==> src/spwm_pkg.sv <==
package spwm_pkg;
    localparam int unsigned CLK_HZ          = 20_000_000;
    localparam int unsigned OSC_HZ          = 20_000;
    localparam int unsigned OSC_CYC         = CLK_HZ / OSC_HZ;
    localparam int unsigned HOLD_NS         = 1_500;
    localparam int unsigned CLK_NS          = 50;
    localparam int unsigned HOLD_CYC        = (HOLD_NS + CLK_NS - 1) / CLK_NS;
    localparam int unsigned DLY_TICK_HZ     = 1_250;
    localparam int unsigned DLY_TICK_CYC    = CLK_HZ / DLY_TICK_HZ;
    localparam int unsigned DLY_SEC         = 3;
    localparam int unsigned DLY_TICKS       = DLY_SEC * DLY_TICK_HZ;
    localparam int unsigned MAINS_MS        = 20;
    localparam int unsigned MAINS_CYC       = MAINS_MS * (CLK_HZ / 1_000);
    localparam int unsigned SHOT_CYC        = 2;

    typedef enum logic [2:0] {
        SPWM_RESET = 3'h1,
        SPWM_ARMED = 3'h2,
        SPWM_ON    = 3'h4
    } spwm_state_t;
endpackage : spwm_pkg

==> src/spwm_core.sv <==
// Notes on behaviour
// - Control level comparator low ends on period
// - Power cap comparator low disables modulator
// - Every return from on to reset fires the off-pulse
// - Oscillator holds reset 1.5us, then sets output
// - Modulator rising fires the on-pulse one-shot
// - Enable, voltage and current loops also disable
// - Active from on-pulse until off-pulse issued
// - 20kHz switching; four off-pulse causes
// - FET drive follows on and off pulses
// - Bias detector holds modulator, delay and trip latch in reset
// - Three second delay then bypass inrush, enable
// - Discharge unit on mains loss, shutdown, lower demand
// - Delay counts 1.25kHz ticks while detector, clear high
// - 20ms without mains pulse inhibits, discharges
// - Overvoltage trip latches until power-on clear
module spwm_core
    import spwm_pkg::*;
#(
    parameter int unsigned OSC_PERIOD  = OSC_CYC,
    parameter int unsigned DLY_PRESC   = DLY_TICK_CYC,
    parameter int unsigned DLY_COUNT   = DLY_TICKS,
    parameter int unsigned MAINS_LIMIT = MAINS_CYC
)(
    input  wire logic clk_sys,
    input  wire logic rst,
    input  wire logic biasGood,
    input  wire logic controlLevelCmp_n,
    input  wire logic powerCapCmp_n,
    input  wire logic masterEnable,
    input  wire logic voltLoopOk,
    input  wire logic currLoopOk,
    input  wire logic shutdown_n,
    input  wire logic mainsPulse,
    input  wire logic overvoltageCmp,
    input  wire logic lowerDemand,
    output logic      onPulse,
    output logic      offPulse,
    output logic      fetDrive,
    output logic      inrushBypass,
    output logic      dropoutOk,
    output logic      dischargeOn,
    output logic      powerOnClear_n,
    output logic      overvoltageTrip
);
    localparam int NS = 8;

    // Sync stages: first rank read only by the second
    logic [NS-1:0] syncA;
    logic [NS-1:0] syncB;
    logic [NS-1:0] rawIn;
    assign rawIn = {biasGood, controlLevelCmp_n, powerCapCmp_n, masterEnable,
                    voltLoopOk, currLoopOk, shutdown_n, mainsPulse};
    always_ff @(posedge clk_sys)
    begin
        if (rst)
        begin
            syncA <= '0;
            syncB <= '0;
        end
        else
        begin
            syncA <= rawIn;
            syncB <= syncA;
        end
    end

    logic sBias, sCtl, sCap, sEn, sVl, sCl, sShut, sMains;
    assign {sBias, sCtl, sCap, sEn, sVl, sCl, sShut, sMains} = syncB;

    logic        ovSyncA, next_ovSyncA;
    logic        ovSync, next_ovSync;
    logic        mainsLast, next_mainsLast;
    logic [31:0] mainsCnt, next_mainsCnt;
    logic        mainsLost, next_mainsLost;
    logic [31:0] prescCnt, next_prescCnt;
    logic [31:0] dlyCnt, next_dlyCnt;
    logic        next_dropoutOk, next_inrushBypass;
    logic        next_ovTrip, next_clear_n, next_discharge;

    // Counters share one increment so every width stays 32 bits
    function automatic logic [31:0] bump(input logic [31:0] v);
        return v + 32'h0000_0001;
    endfunction : bump

    function automatic logic [31:0] drain(input logic [31:0] v);
        return (v != '0) ? v - 32'h0000_0001 : '0;
    endfunction : drain

    function automatic logic expired(input logic [31:0] cnt, input int unsigned lim);
        return cnt >= lim - 1;
    endfunction : expired

    // Mains watchdog: counted as lost until the first pulse edge after reset
    always_comb
    begin
        next_mainsLast = sMains;
        next_mainsCnt = mainsCnt;
        next_mainsLost = mainsLost;
        if (sMains && !mainsLast)
        begin
            next_mainsCnt = '0;
            next_mainsLost = 1'b0;
        end
        else if (expired(mainsCnt, MAINS_LIMIT))
            next_mainsLost = 1'b1;
        else
            next_mainsCnt = bump(mainsCnt);
    end

    always_ff @(posedge clk_sys)
    begin
        if (rst)
        begin
            mainsLast <= 1'b0;
            mainsCnt <= '0;
            mainsLost <= 1'b1;
        end
        else
        begin
            mainsLast <= next_mainsLast;
            mainsCnt <= next_mainsCnt;
            mainsLost <= next_mainsLost;
        end
    end

    // Startup delay restarts in full after any clear or dropout
    always_comb
    begin
        next_prescCnt = prescCnt;
        next_dlyCnt = dlyCnt;
        next_dropoutOk = dropoutOk;
        if (!powerOnClear_n || mainsLost)
        begin
            next_prescCnt = '0;
            next_dlyCnt = '0;
            next_dropoutOk = 1'b0;
        end
        else if (!dropoutOk)
        begin
            if (expired(prescCnt, DLY_PRESC))
            begin
                next_prescCnt = '0;
                next_dlyCnt = bump(dlyCnt);
                if (expired(dlyCnt, DLY_COUNT))
                    next_dropoutOk = 1'b1;
            end
            else
                next_prescCnt = bump(prescCnt);
        end
        next_inrushBypass = next_dropoutOk;
    end

    always_ff @(posedge clk_sys)
    begin
        if (rst)
        begin
            prescCnt <= '0;
            dlyCnt <= '0;
            dropoutOk <= 1'b0;
            inrushBypass <= 1'b0;
        end
        else
        begin
            prescCnt <= next_prescCnt;
            dlyCnt <= next_dlyCnt;
            dropoutOk <= next_dropoutOk;
            inrushBypass <= next_inrushBypass;
        end
    end

    // A clear seen in the same cycle as a trip wins; only the clear empties it
    // Lower demand is a steady level, so it skips the synchronisers
    always_comb
    begin
        next_ovSyncA = overvoltageCmp;
        next_ovSync = ovSyncA;
        next_clear_n = sBias;
        next_ovTrip = overvoltageTrip | ovSync;
        if (!powerOnClear_n)
            next_ovTrip = 1'b0;
        next_discharge = mainsLost | !sShut | next_ovTrip | lowerDemand
                       | !sEn | !powerOnClear_n;
    end

    always_ff @(posedge clk_sys)
    begin
        if (rst)
        begin
            ovSyncA <= 1'b0;
            ovSync <= 1'b0;
            powerOnClear_n <= 1'b0;
            overvoltageTrip <= 1'b0;
            dischargeOn <= 1'b1;
        end
        else
        begin
            ovSyncA <= next_ovSyncA;
            ovSync <= next_ovSync;
            powerOnClear_n <= next_clear_n;
            overvoltageTrip <= next_ovTrip;
            dischargeOn <= next_discharge;
        end
    end

    // Oscillator runs free; its wrap is the switching clock
    logic [31:0] oscCnt, next_oscCnt;
    logic        oscWrap, holdEnd;

    assign oscWrap = expired(oscCnt, OSC_PERIOD);
    assign holdEnd = oscCnt == HOLD_CYC - 1;

    always_comb
    begin
        next_oscCnt = oscWrap ? '0 : bump(oscCnt);
    end

    always_ff @(posedge clk_sys)
    begin
        if (rst)
            oscCnt <= '0;
        else
            oscCnt <= next_oscCnt;
    end

    // Modulator
    spwm_state_t state, next_state;
    logic [31:0] onShot, next_onShot;
    logic [31:0] offShot, next_offShot;
    logic        next_onPulse, next_offPulse, next_fetDrive;
    logic        inhibit, endPeriod;

    // Any inhibit keeps the modulator from ever reaching the on state
    assign inhibit = !sCap || !sEn || !sVl || !sCl || !sShut
                   || !dropoutOk || overvoltageTrip;
    // The oscillator wrap is itself an off cause
    assign endPeriod = !sCtl || inhibit || oscWrap;

    // Arming only at the end of the hold allows one on per period at most
    always_comb
    begin
        next_state = state;
        next_onShot = drain(onShot);
        next_offShot = drain(offShot);
        case (state)
            SPWM_RESET:
            begin
                if (holdEnd && !inhibit)
                    next_state = SPWM_ARMED;
            end
            SPWM_ARMED:
            begin
                if (inhibit)
                    next_state = SPWM_RESET;
                else
                begin
                    next_state = SPWM_ON;
                    next_onShot = SHOT_CYC;
                end
            end
            SPWM_ON:
            begin
                if (endPeriod)
                begin
                    next_state = SPWM_RESET;
                    next_offShot = SHOT_CYC;
                end
            end
            default:
                next_state = SPWM_RESET;
        endcase
        if (!powerOnClear_n)
        begin
            next_state = SPWM_RESET;
            next_onShot = '0;
            if (state == SPWM_ON)
                next_offShot = SHOT_CYC;
        end
        next_onPulse = next_onShot != '0;
        next_offPulse = next_offShot != '0;
        next_fetDrive = next_state == SPWM_ON;
    end

    always_ff @(posedge clk_sys)
    begin
        if (rst)
        begin
            state <= SPWM_RESET;
            onShot <= '0;
            offShot <= '0;
            onPulse <= 1'b0;
            offPulse <= 1'b0;
            fetDrive <= 1'b0;
        end
        else
        begin
            state <= next_state;
            onShot <= next_onShot;
            offShot <= next_offShot;
            onPulse <= next_onPulse;
            offPulse <= next_offPulse;
            fetDrive <= next_fetDrive;
        end
    end
endmodule : spwm_core

==> config.mk <==
export PLATFORM = sky130hd
export DESIGN_NAME = spwm_core
export DESIGN_NICKNAME = d
export VERILOG_FILES = /design/src/spwm_pkg.sv /design/src/spwm_core.sv
export SDC_FILE = /design/constraint.sdc
export NUM_CORES = 1
export LEC_CHECK = 0
export BUFFER_PORTS_ARGS = -buffer_cell sky130_fd_sc_hd__buf_4
export CAP_MARGIN = 40
export CORE_MARGIN = 2
export CORE_UTILIZATION = 45
export DETAILED_ROUTE_END_ITERATION = 8
export PLACE_DENSITY = 0.63
export SLEW_MARGIN = 0
export SYNTH_ARGS = -nofsm -noshare
export SYNTH_HDL_FRONTEND = slang
export SYNTH_SLANG_ARGS = --single-unit
==> constraint.sdc <==
create_clock -name clk_sys -period 3.65 [get_ports clk_sys]
set_clock_uncertainty 0.2 [all_clocks]
set_input_delay 0.5475 -clock clk_sys [delete_from_list [all_inputs] [get_ports clk_sys]]
set_output_delay 0.5475 -clock clk_sys [all_outputs]
set_load 0.05 [all_outputs]
Word-level counts from Yosys, hierarchy flattened:

Cells that the tools add are included.

* word-level logic and storage cells: 93
* input port bits: 12
* output and inout bits: 8
* flip-flop bits (word level): 222

* reduce and logical (&&, ||, !) cells: 30
* muxes and demuxes: 21
* order comparisons: 4
* equality and inequality tests: 5
* bitwise operators: 7
* $add $sub $neg: 6

Operator list (count)
* 2-to-1 mux 32 bit: 10
* adder 32 x 1 -> 32 bit (second input constant): 4
* nonzero test 32 bit: 4
* subtractor 32 x 1 -> 32 bit (second input constant): 2
* equality test 32 x 5 -> 1 bit (second input constant): 1
* >= comparator 32 x 10 -> 1 bit (second input constant): 1
* >= comparator 32 x 12 -> 1 bit (second input constant): 1
* >= comparator 32 x 14 -> 1 bit (second input constant): 1
* >= comparator 32 x 19 -> 1 bit (second input constant): 1
* 2-to-1 mux 3 bit: 4
* zero test 1 bit: 10
* logical OR 1 bit: 9
* case mux 3 bit (3 select lines): 1
* equality test 3 bit (second input constant): 2
* 2-to-1 mux 1 bit: 6
* OR 1 bit: 6
* OR reduction 2 bit: 3
* equality test 3 x 1 -> 1 bit (second input constant): 1
* equality test 3 x 2 -> 1 bit (second input constant): 1
* logical AND 1 bit: 2
* AND reduction 2 bit: 1
* nonzero test 2 bit: 1
* NOT 1 bit: 1

Logic depth before layout (Yosys ltp):

Gate-level depths: netlist of the first run.

* depth after elaboration: 14
* depth in mapped cells: 11
* mapped depth without buffers: 9

Worst setup path after synthesis of the first run:

OpenSTA, ideal clock, no wires.

* kind: reg2reg
* start: register dropoutOk
* end: register offShot[11]
* buffers on the path: 3
* arrival: 2.531 ns
* cell stages (with the launch flop): 10
* data required time: 3.382 ns
* setup time: 0.068 ns
* path slack: 0.851 ns
* period minus slack after synthesis: 2.799 ns
* cell sequence: dfxtp_1 buf_2 inv_1 or4_1 clkbuf_1 inv_1 a41oi_4 or3_4 buf_6 a21oi_2

* cells in the longest elaborated chain, start to end: 9

RTL lines
* start, declared: RTL line spwm_core.sv:41 `output logic dropoutOk,`
* start signal, assigned: RTL line spwm_core.sv:167 `dropoutOk <= next_dropoutOk;`
* zero test 1 bit *: RTL line spwm_core.sv:235 `|| !dropoutOk || overvoltageTrip;`
* logical OR 1 bit * (2 in a row): RTL line spwm_core.sv:235
* logical OR 1 bit * (2 in a row): RTL line spwm_core.sv:237 `assign endPeriod = !sCtl || inhibit || oscWrap;`
* 2-to-1 mux 32 bit *: RTL line spwm_core.sv:263 `if (endPeriod)`
* 2-to-1 mux 32 bit *: RTL line spwm_core.sv:245 `case (state)`
* 2-to-1 mux 32 bit: RTL line spwm_core.sv:276 `if (state == SPWM_ON)`
* 2-to-1 mux 32 bit *: RTL line spwm_core.sv:272 `if (!powerOnClear_n)`
* end signal, assigned: RTL line spwm_core.sv:299 `offShot <= next_offShot;`
* end, declared: RTL line spwm_core.sv:229 `logic [31:0] offShot, next_offShot;`

Every way passes the cells marked *; elsewhere a longest branch is shown, timed or not.
A chain may end at the register's enable or synchronous reset.

Worst setup path after layout of the first run:

* start: register onShot[0]
* end: register onPulse

* cells in the longest elaborated chain, start to end: 6
* elaborated cells on any way between the ends: 7
* classes of those cells: 1 x add/sub; 4 x mux; 2 x reduce/logical

RTL lines
* start, declared: RTL line spwm_core.sv:228 `logic [31:0] onShot, next_onShot;`
* start signal, assigned: RTL line spwm_core.sv:298 `onShot <= next_onShot;`
* subtractor 32 x 1 -> 32 bit or nonzero test 32 bit (tied branches): RTL line spwm_core.sv:87 `return (v != '0) ? v - 32'h0000_0001 : '0;`
* 2-to-1 mux 32 bit *: RTL line spwm_core.sv:87
* 2-to-1 mux 32 bit: RTL line spwm_core.sv:253 `if (inhibit)`
* 2-to-1 mux 32 bit *: RTL line spwm_core.sv:245
* 2-to-1 mux 32 bit *: RTL line spwm_core.sv:272
* nonzero test 32 bit *: RTL line spwm_core.sv:279 `next_onPulse = next_onShot != '0;`
* end signal, assigned: RTL line spwm_core.sv:300 `onPulse <= next_onPulse;`
* end, declared: RTL line spwm_core.sv:37 `output logic onPulse,`

Marked as above.

==> results_dict.tcl, run 1 <==
set metrics [dict create \
    nets 1076 \
    area_growth_pct 13.9 \
    clock_latency_ns 0.51 \
    tritoncts "built" \
    htreeDepth 1 \
    ir_drop_mv 0.305 \
    synth_area_leaders "dfxtp_1, nor2_1, xor2_1, xnor2_1, nor4_1" \
    cts.sinks 222 \
    synth_largest_area_cell "dfxtp_1" \
    ff2ff_setup_slack_ns 0.64 \
    final_core_util_pct 52.0 \
    grt_setup_unrepaired "no" \
    finalSetupViolCount 0 \
    hold_end "syncA[4]" \
    worstPathRequired_ns 3.84 \
    fin_crit_sh_pct 82.4 \
    start_util_pct 45.7 \
    vias_per_cell 5.01 \
    synth_top_cell_area_share_pct 48.2 \
    drt_iter0_markers 217 \
    grt-ovfl-total 0 \
    wl_per_cell_um 12.5 \
    final_cell_mix "dfxtp_1, nor2_1, xor2_1" \
    ys.flop_type "dfxtp_1" \
    cp.arrival_ns 3.19 \
    io_pins 20 \
    vias 6720 \
    drc 0 \
    synth.avg_cell_area_um2 9.08 \
    grt_pass1_wl_um 29600 \
    rr_worst_depth 9 \
    ant_nets 0 \
    path_cells "inv_1 > ha_1 > or3b_1 > or3_1 > or4_1 > xor2_1 > nand3_1 > nor4_1 > a21oi_1" \
    worst_slew_pin_slew_ns 0.776 \
    grt_usage_pct 15.8 \
    ys_seq_area_share_pct 48.2 \
    holdPathStages 2 \
    stdcell_count 1342 \
    synth_edf_count 0 \
    cts_buffers 24 \
    rr_startpoint "onShot[0]" \
    yosysWarnings 0 \
    min_period_ns 3.01 \
    r2r_end "onPulse" \
    ctsResizeCount 0 \
    fmax_mhz 333 \
    hold_violations 0 \
    final_common_cell "dfxtp_1" \
    cp-end-kind "register" \
    tns_ns 0 \
    yosysUniqueCellTypes 62 \
    core_area_mm2 0.0202 \
    cts-root-buf "clkbuf_16" \
    hold_class "primary input to register" \
    antenna_found_initial 0 \
    dpl.hpwl_um 11400 \
    first_pass_iters 4 \
    synthesis.area_mm2 0.00922 \
    clk_pin_slew_ns 0.06 \
    grt_max_degree 33 \
    grt_pass1_vias 6403 \
    die_h_um 147 \
    path_class "register to register" \
    portBuffers 19 \
    critPathMaxStageDelay_ns 0.51 \
    worst_path_max_delay_cell "or3b_1" \
    crit_buf_inv 1 \
    path_delay_family "simple AND/OR/NAND/NOR gates" \
    routed_wl_um 16800 \
    routabilityCongestion 0.805 \
    dieArea_mm2 0.0216 \
    cp_max_fo 9 \
    die_x_um 147 \
    pwr_density_cell_mw_per_mm2 599 \
    p_leak_uw 0.00400 \
    cap_violations 0 \
    start_kind "register" \
    diodes 0 \
    outcome "completed" \
    postSynthCellCount 1015 \
    postCtsHoldBufs 0 \
    async_reset_ff_share_pct 0 \
    placedCellCount 1299 \
    cp_num_cells 9 \
    cts_buffer_depth 3 \
    synth-seq-cells 222 \
    holdCritStartpoint "masterEnable" \
    cts_setup_buffers 0 \
    rows 52 \
    slew_headroom_pct 47.8 \
    drv_slew 0 \
    layout-drive-gt1-share_pct 9.98 \
]
## logic make-up after synthesis
logic type	count (synthesis)	share of synthesized area [%]
and+or+nand+nor	523	29.9
DFF	222	48.2
xor gates and xnor gates	124	11.8
AOI/OAI and AO/OA	78	5.88
buffers and inverters	56	2.72
adders and majority gates	9	1.22
muxes	2	0.217
other	1	0.0407
## metrics by stage
step / instance area (um2) / hold WS [ns] / setup slack [ns] / power, uW
floorplan: 9290 / 0.214 / 0.851 / 3690
global placement: 9700 / 0.221 / 0.736 / 3940
detailed placement: 9700 / 0.220 / 0.666 / 3940
CTS: 10500 / 0.0206 / 0.653 / 6360
global route: 10500 / 0.0350 / 0.415 / 6630
finish: 10500 / 0.0416 / 0.644 / 6290
## sequential cells by signal, summed over array words and instances (netlist names)
signal	flops
dischargeOn	1
dlyCnt	32
dropoutOk	1
fetDrive	1
mainsCnt	32
mainsLast	1
mainsLost	1
next_ovSync	1
offPulse	1
offShot	32
onPulse	1
onShot	32
oscCnt	32
ovSync	1
overvoltageTrip	1
powerOnClear_n	1
prescCnt	32
state	3
syncA	8
syncB	8
## worst max-delay path by stage
stage,start,end
after floorplan,dropoutOk,offShot[11]
after global placement,onShot[0],onPulse
after detailed placement,onShot[0],onPulse
after CTS,onShot[0],onPulse
after global routing,onShot[0],onPulse
final,onShot[0],onPulse
## cell usage after synthesis, types with 3 or more instances
library cell  number
nand2b_1           5
nor4_1            35
nor2b_1           28
buf_6              3
a211oi_1           4
a31oi_1            6
xnor2_1           56
and4b_1            3
nand3_1           42
o21bai_1           3
ha_1               9
and3_1            20
nand3b_1           7
o31ai_1            4
nor2_1           172
clkbuf_1          23
and2_1            17
buf_2              5
o21ai_0           20
nor4b_1            6
nand2_1           52
nand4_1           29
or3_1              9
nor3_1            30
buf_4              3
dfxtp_1          222
xor2_1            68
or4_1             17
a21oi_2            4
nor3b_1            4
nor2_2            17
inv_1             21
or2_2              7
a21oi_1           20
and4_1             7
## where the power goes
group	internal (uW)	total, uW	switching, uW
combinational	496	1170	676
clock	1460	2400	944
sequential	2570	2710	146
total	4520	6290	1770
## cell type report
class                      instances  area, um2
clock buffer                      35        692
clock inverter                     8        105
fill                            1870       9680
inverter                          21       78.8
multi-input combinational        758       4610
sequential                       222       4440
tap                              270        338
timing repair buffer              28        223
## layer usage
metal / wire length [um] / share of wire, % / GRT usage, %
met3: 555 / 3.3 / 2.86
met5: 0 / 0 / 0
met2: 7280 / 43 / 25.7
met1: 8660 / 52 / 22.2
met4: 286 / 1.7 / 3.27
(Power assumes the default switching activity.)
==> run 2, diff against run 1 <==
--- a/config.mk
+++ b/config.mk
@@ -10,7 +10,7 @@
 export CORE_MARGIN = 2
 export CORE_UTILIZATION = 45
 export DETAILED_ROUTE_END_ITERATION = 8
-export PLACE_DENSITY = 0.63
+export PLACE_DENSITY = 0.66
 export SLEW_MARGIN = 0
 export SYNTH_ARGS = -nofsm -noshare
 export SYNTH_HDL_FRONTEND = slang
==> constraint.sdc (replaced) <==
create_clock -name clk_sys -period 2.75 [get_ports clk_sys]
set_clock_uncertainty 0.2 [all_clocks]
set_input_delay 0.4125 -clock clk_sys [delete_from_list [all_inputs] [get_ports clk_sys]]
set_output_delay 0.4125 -clock clk_sys [all_outputs]
set_load 0.05 [all_outputs]
==> run 2 against run 1 <==
Net effect:
- critical path depth down 1
- worst setup slack worse by 0.52 ns
- sequential share of layout area shrank 1.9 points
- die area did not move
==> results_dict.tcl, run 2 (synthesized netlist as in run 1, its figures left out) <==
set metrics [dict create \
    cts_buffer_depth 3 \
    worstPathRequired_ns 2.94 \
    vias 7038 \
    start_kind "register" \
    wl_per_cell_um 12.9 \
    cts.sinks 222 \
    cp_max_fo 6 \
    p_int_uw 6440 \
    drc 0 \
    r2r_end "onPulse" \
    fmax_mhz 381 \
    first_pass_iters 4 \
    start_util_pct 45.7 \
    htreeDepth 1 \
    cts_setup_buffers 0 \
    swShare_pct 27.8 \
    nFillCells 1851 \
    p_leak_uw 0.00424 \
    worst_slew_pin_slew_ns 0.640 \
    diodes 0 \
    crit_path_start "onShot[0]" \
    portBuffers 19 \
    fin_crit_sh_pct 95.5 \
    drv_slew 0 \
    holdPathStages 1 \
    power_frac_comb_pct 19.4 \
    regArea_mm2 0.00445 \
    hold_class "register to register" \
    core_area_mm2 0.0202 \
    routed_wl_um 17800 \
    clk_pin_slew_ns 0.06 \
    final_common_cell "dfxtp_1" \
    rr_worst_depth 8 \
    rows 52 \
    cap_violations 0 \
    switching_power_uw 2480 \
    ir_drop_mv 0.396 \
    area_growth_pct 19.3 \
    multi_input_area_mm2 0.00466 \
    slew_headroom_pct 57.0 \
    routabilityCongestion 0.789 \
    grt_pass1_vias 6619 \
    rr_startpoint "onShot[0]" \
    busiest_layer "met2" \
    place_area_mm2 0.00994 \
    met2_usage_pct 26.4 \
    die_x_um 147 \
    path_class "register to register" \
    grt_pass1_wl_um 30200 \
    postLayoutCellArea_mm2 0.0110 \
    ant_nets 0 \
    grt-ovfl-total 0 \
    p_clk_share_pct 40.2 \
    cts_buffers 24 \
    use_met1_pct 22.4 \
    layout-drive-gt1-share_pct 13.4 \
    met3_usage_pct 2.98 \
    hold_end "syncB[1]" \
    grt_usage_pct 16.3 \
    min_period_ns 2.63 \
    cp.arrival_ns 2.82 \
    die_h_um 147 \
    whs_ns 0.239 \
    drt_iter0_markers 404 \
    holdCritStartpoint "syncA[1]" \
    dpl.hpwl_um 11700 \
    io_pins 20 \
    fin_ws_ns 0.125 \
    grt_setup_unrepaired "yes" \
    hold_violations 0 \
    cts-root-buf "clkbuf_16" \
    antenna_found_initial 0 \
    outcome "completed" \
    grt_max_degree 34 \
    finalSetupViolCount 0 \
    vias_per_cell 5.07 \
    final_cell_mix "dfxtp_1, nor2_1, xor2_1" \
    tns_ns 0 \
    seqPwrFrac_pct 40.4 \
    ff2ff_setup_slack_ns 0.12 \
    pwr_density_cell_mw_per_mm2 811 \
    cp-end-kind "register" \
    tritoncts "built" \
    clock_latency_ns 0.52 \
    pre_cts_ws_ns 0.0200 \
    nets 1121 \
    dieArea_mm2 0.0216 \
]
==> run 2: through the flow <==
stage	power, uW	std cells	utilization (%)
floorplan	4900	1036	-
global placement	5310	1331	49.3
detailed placement	5330	1331	49.3
CTS	8970	1386	54.3
global route	9350	1388	54.5
finish	8920	1388	54.5
==> run 2: metal layers <==
layer / share of wire, % / vias up
li1: - / 3647
met1: 50 / 3278
met2: 44 / 89
met3: 3.7 / 24
met4: 1.7 / 0
met5: 0 / -
==> run 2: worst max-delay path by stage <==
| stage | endpoint | depth (start not counted) |
|---|---|---|
| 2_1_floorplan | onPulse | 10 |
| 3_3_place_gp | onPulse | 9 |
| 3_5_place_dp | offShot[14] | 6 |
| 4_1_cts | offShot[17] | 6 |
| 5_1_grt | onPulse | 8 |
| 6_report | onPulse | 8 |
==> run 2: timing repair <==
item                                    4_1_cts  5_1_grt
gates resized for setup                       0        4
gates cloned                                  0        2
pin swaps                                     1        2
hold buffers                                 11        0
endpoints found under the hold margin        11        0
endpoints found under the setup margin        1       30
==> run 2: layout make-up <==
cell class                      instances  share of cell area [%]
Inverter                               21                   0.717
Timing Repair Buffer                   71                    5.21
Sequential cell                       222                    40.4
Clock buffer                           30                    6.03
Tap cell                              270                    3.07
Multi-Input combinational cell        760                    42.3
Clock inverter                         14                    2.20
==> run 2: power groups by stage <==
stage / Combinational, uW / Sequential [uW] / Clock, uW
after floorplan: 1270 / 3630 / 0
after global placement: 1650 / 3660 / 0
after detailed placement: 1670 / 3660 / 0
after CTS: 1690 / 3600 / 3680
after global routing: 1910 / 3630 / 3810
final: 1730 / 3600 / 3580
==> run 2: critical path, stage by stage (launching register included) <==
cell,delay (ns)
dfxtp_1,0.31
buf_4,0.14
or4_1,0.66
nor3_2,0.34
and4b_1,0.26
xnor2_1,0.14
nand3b_1,0.11
nor4_2,0.26
a21oi_1,0.10
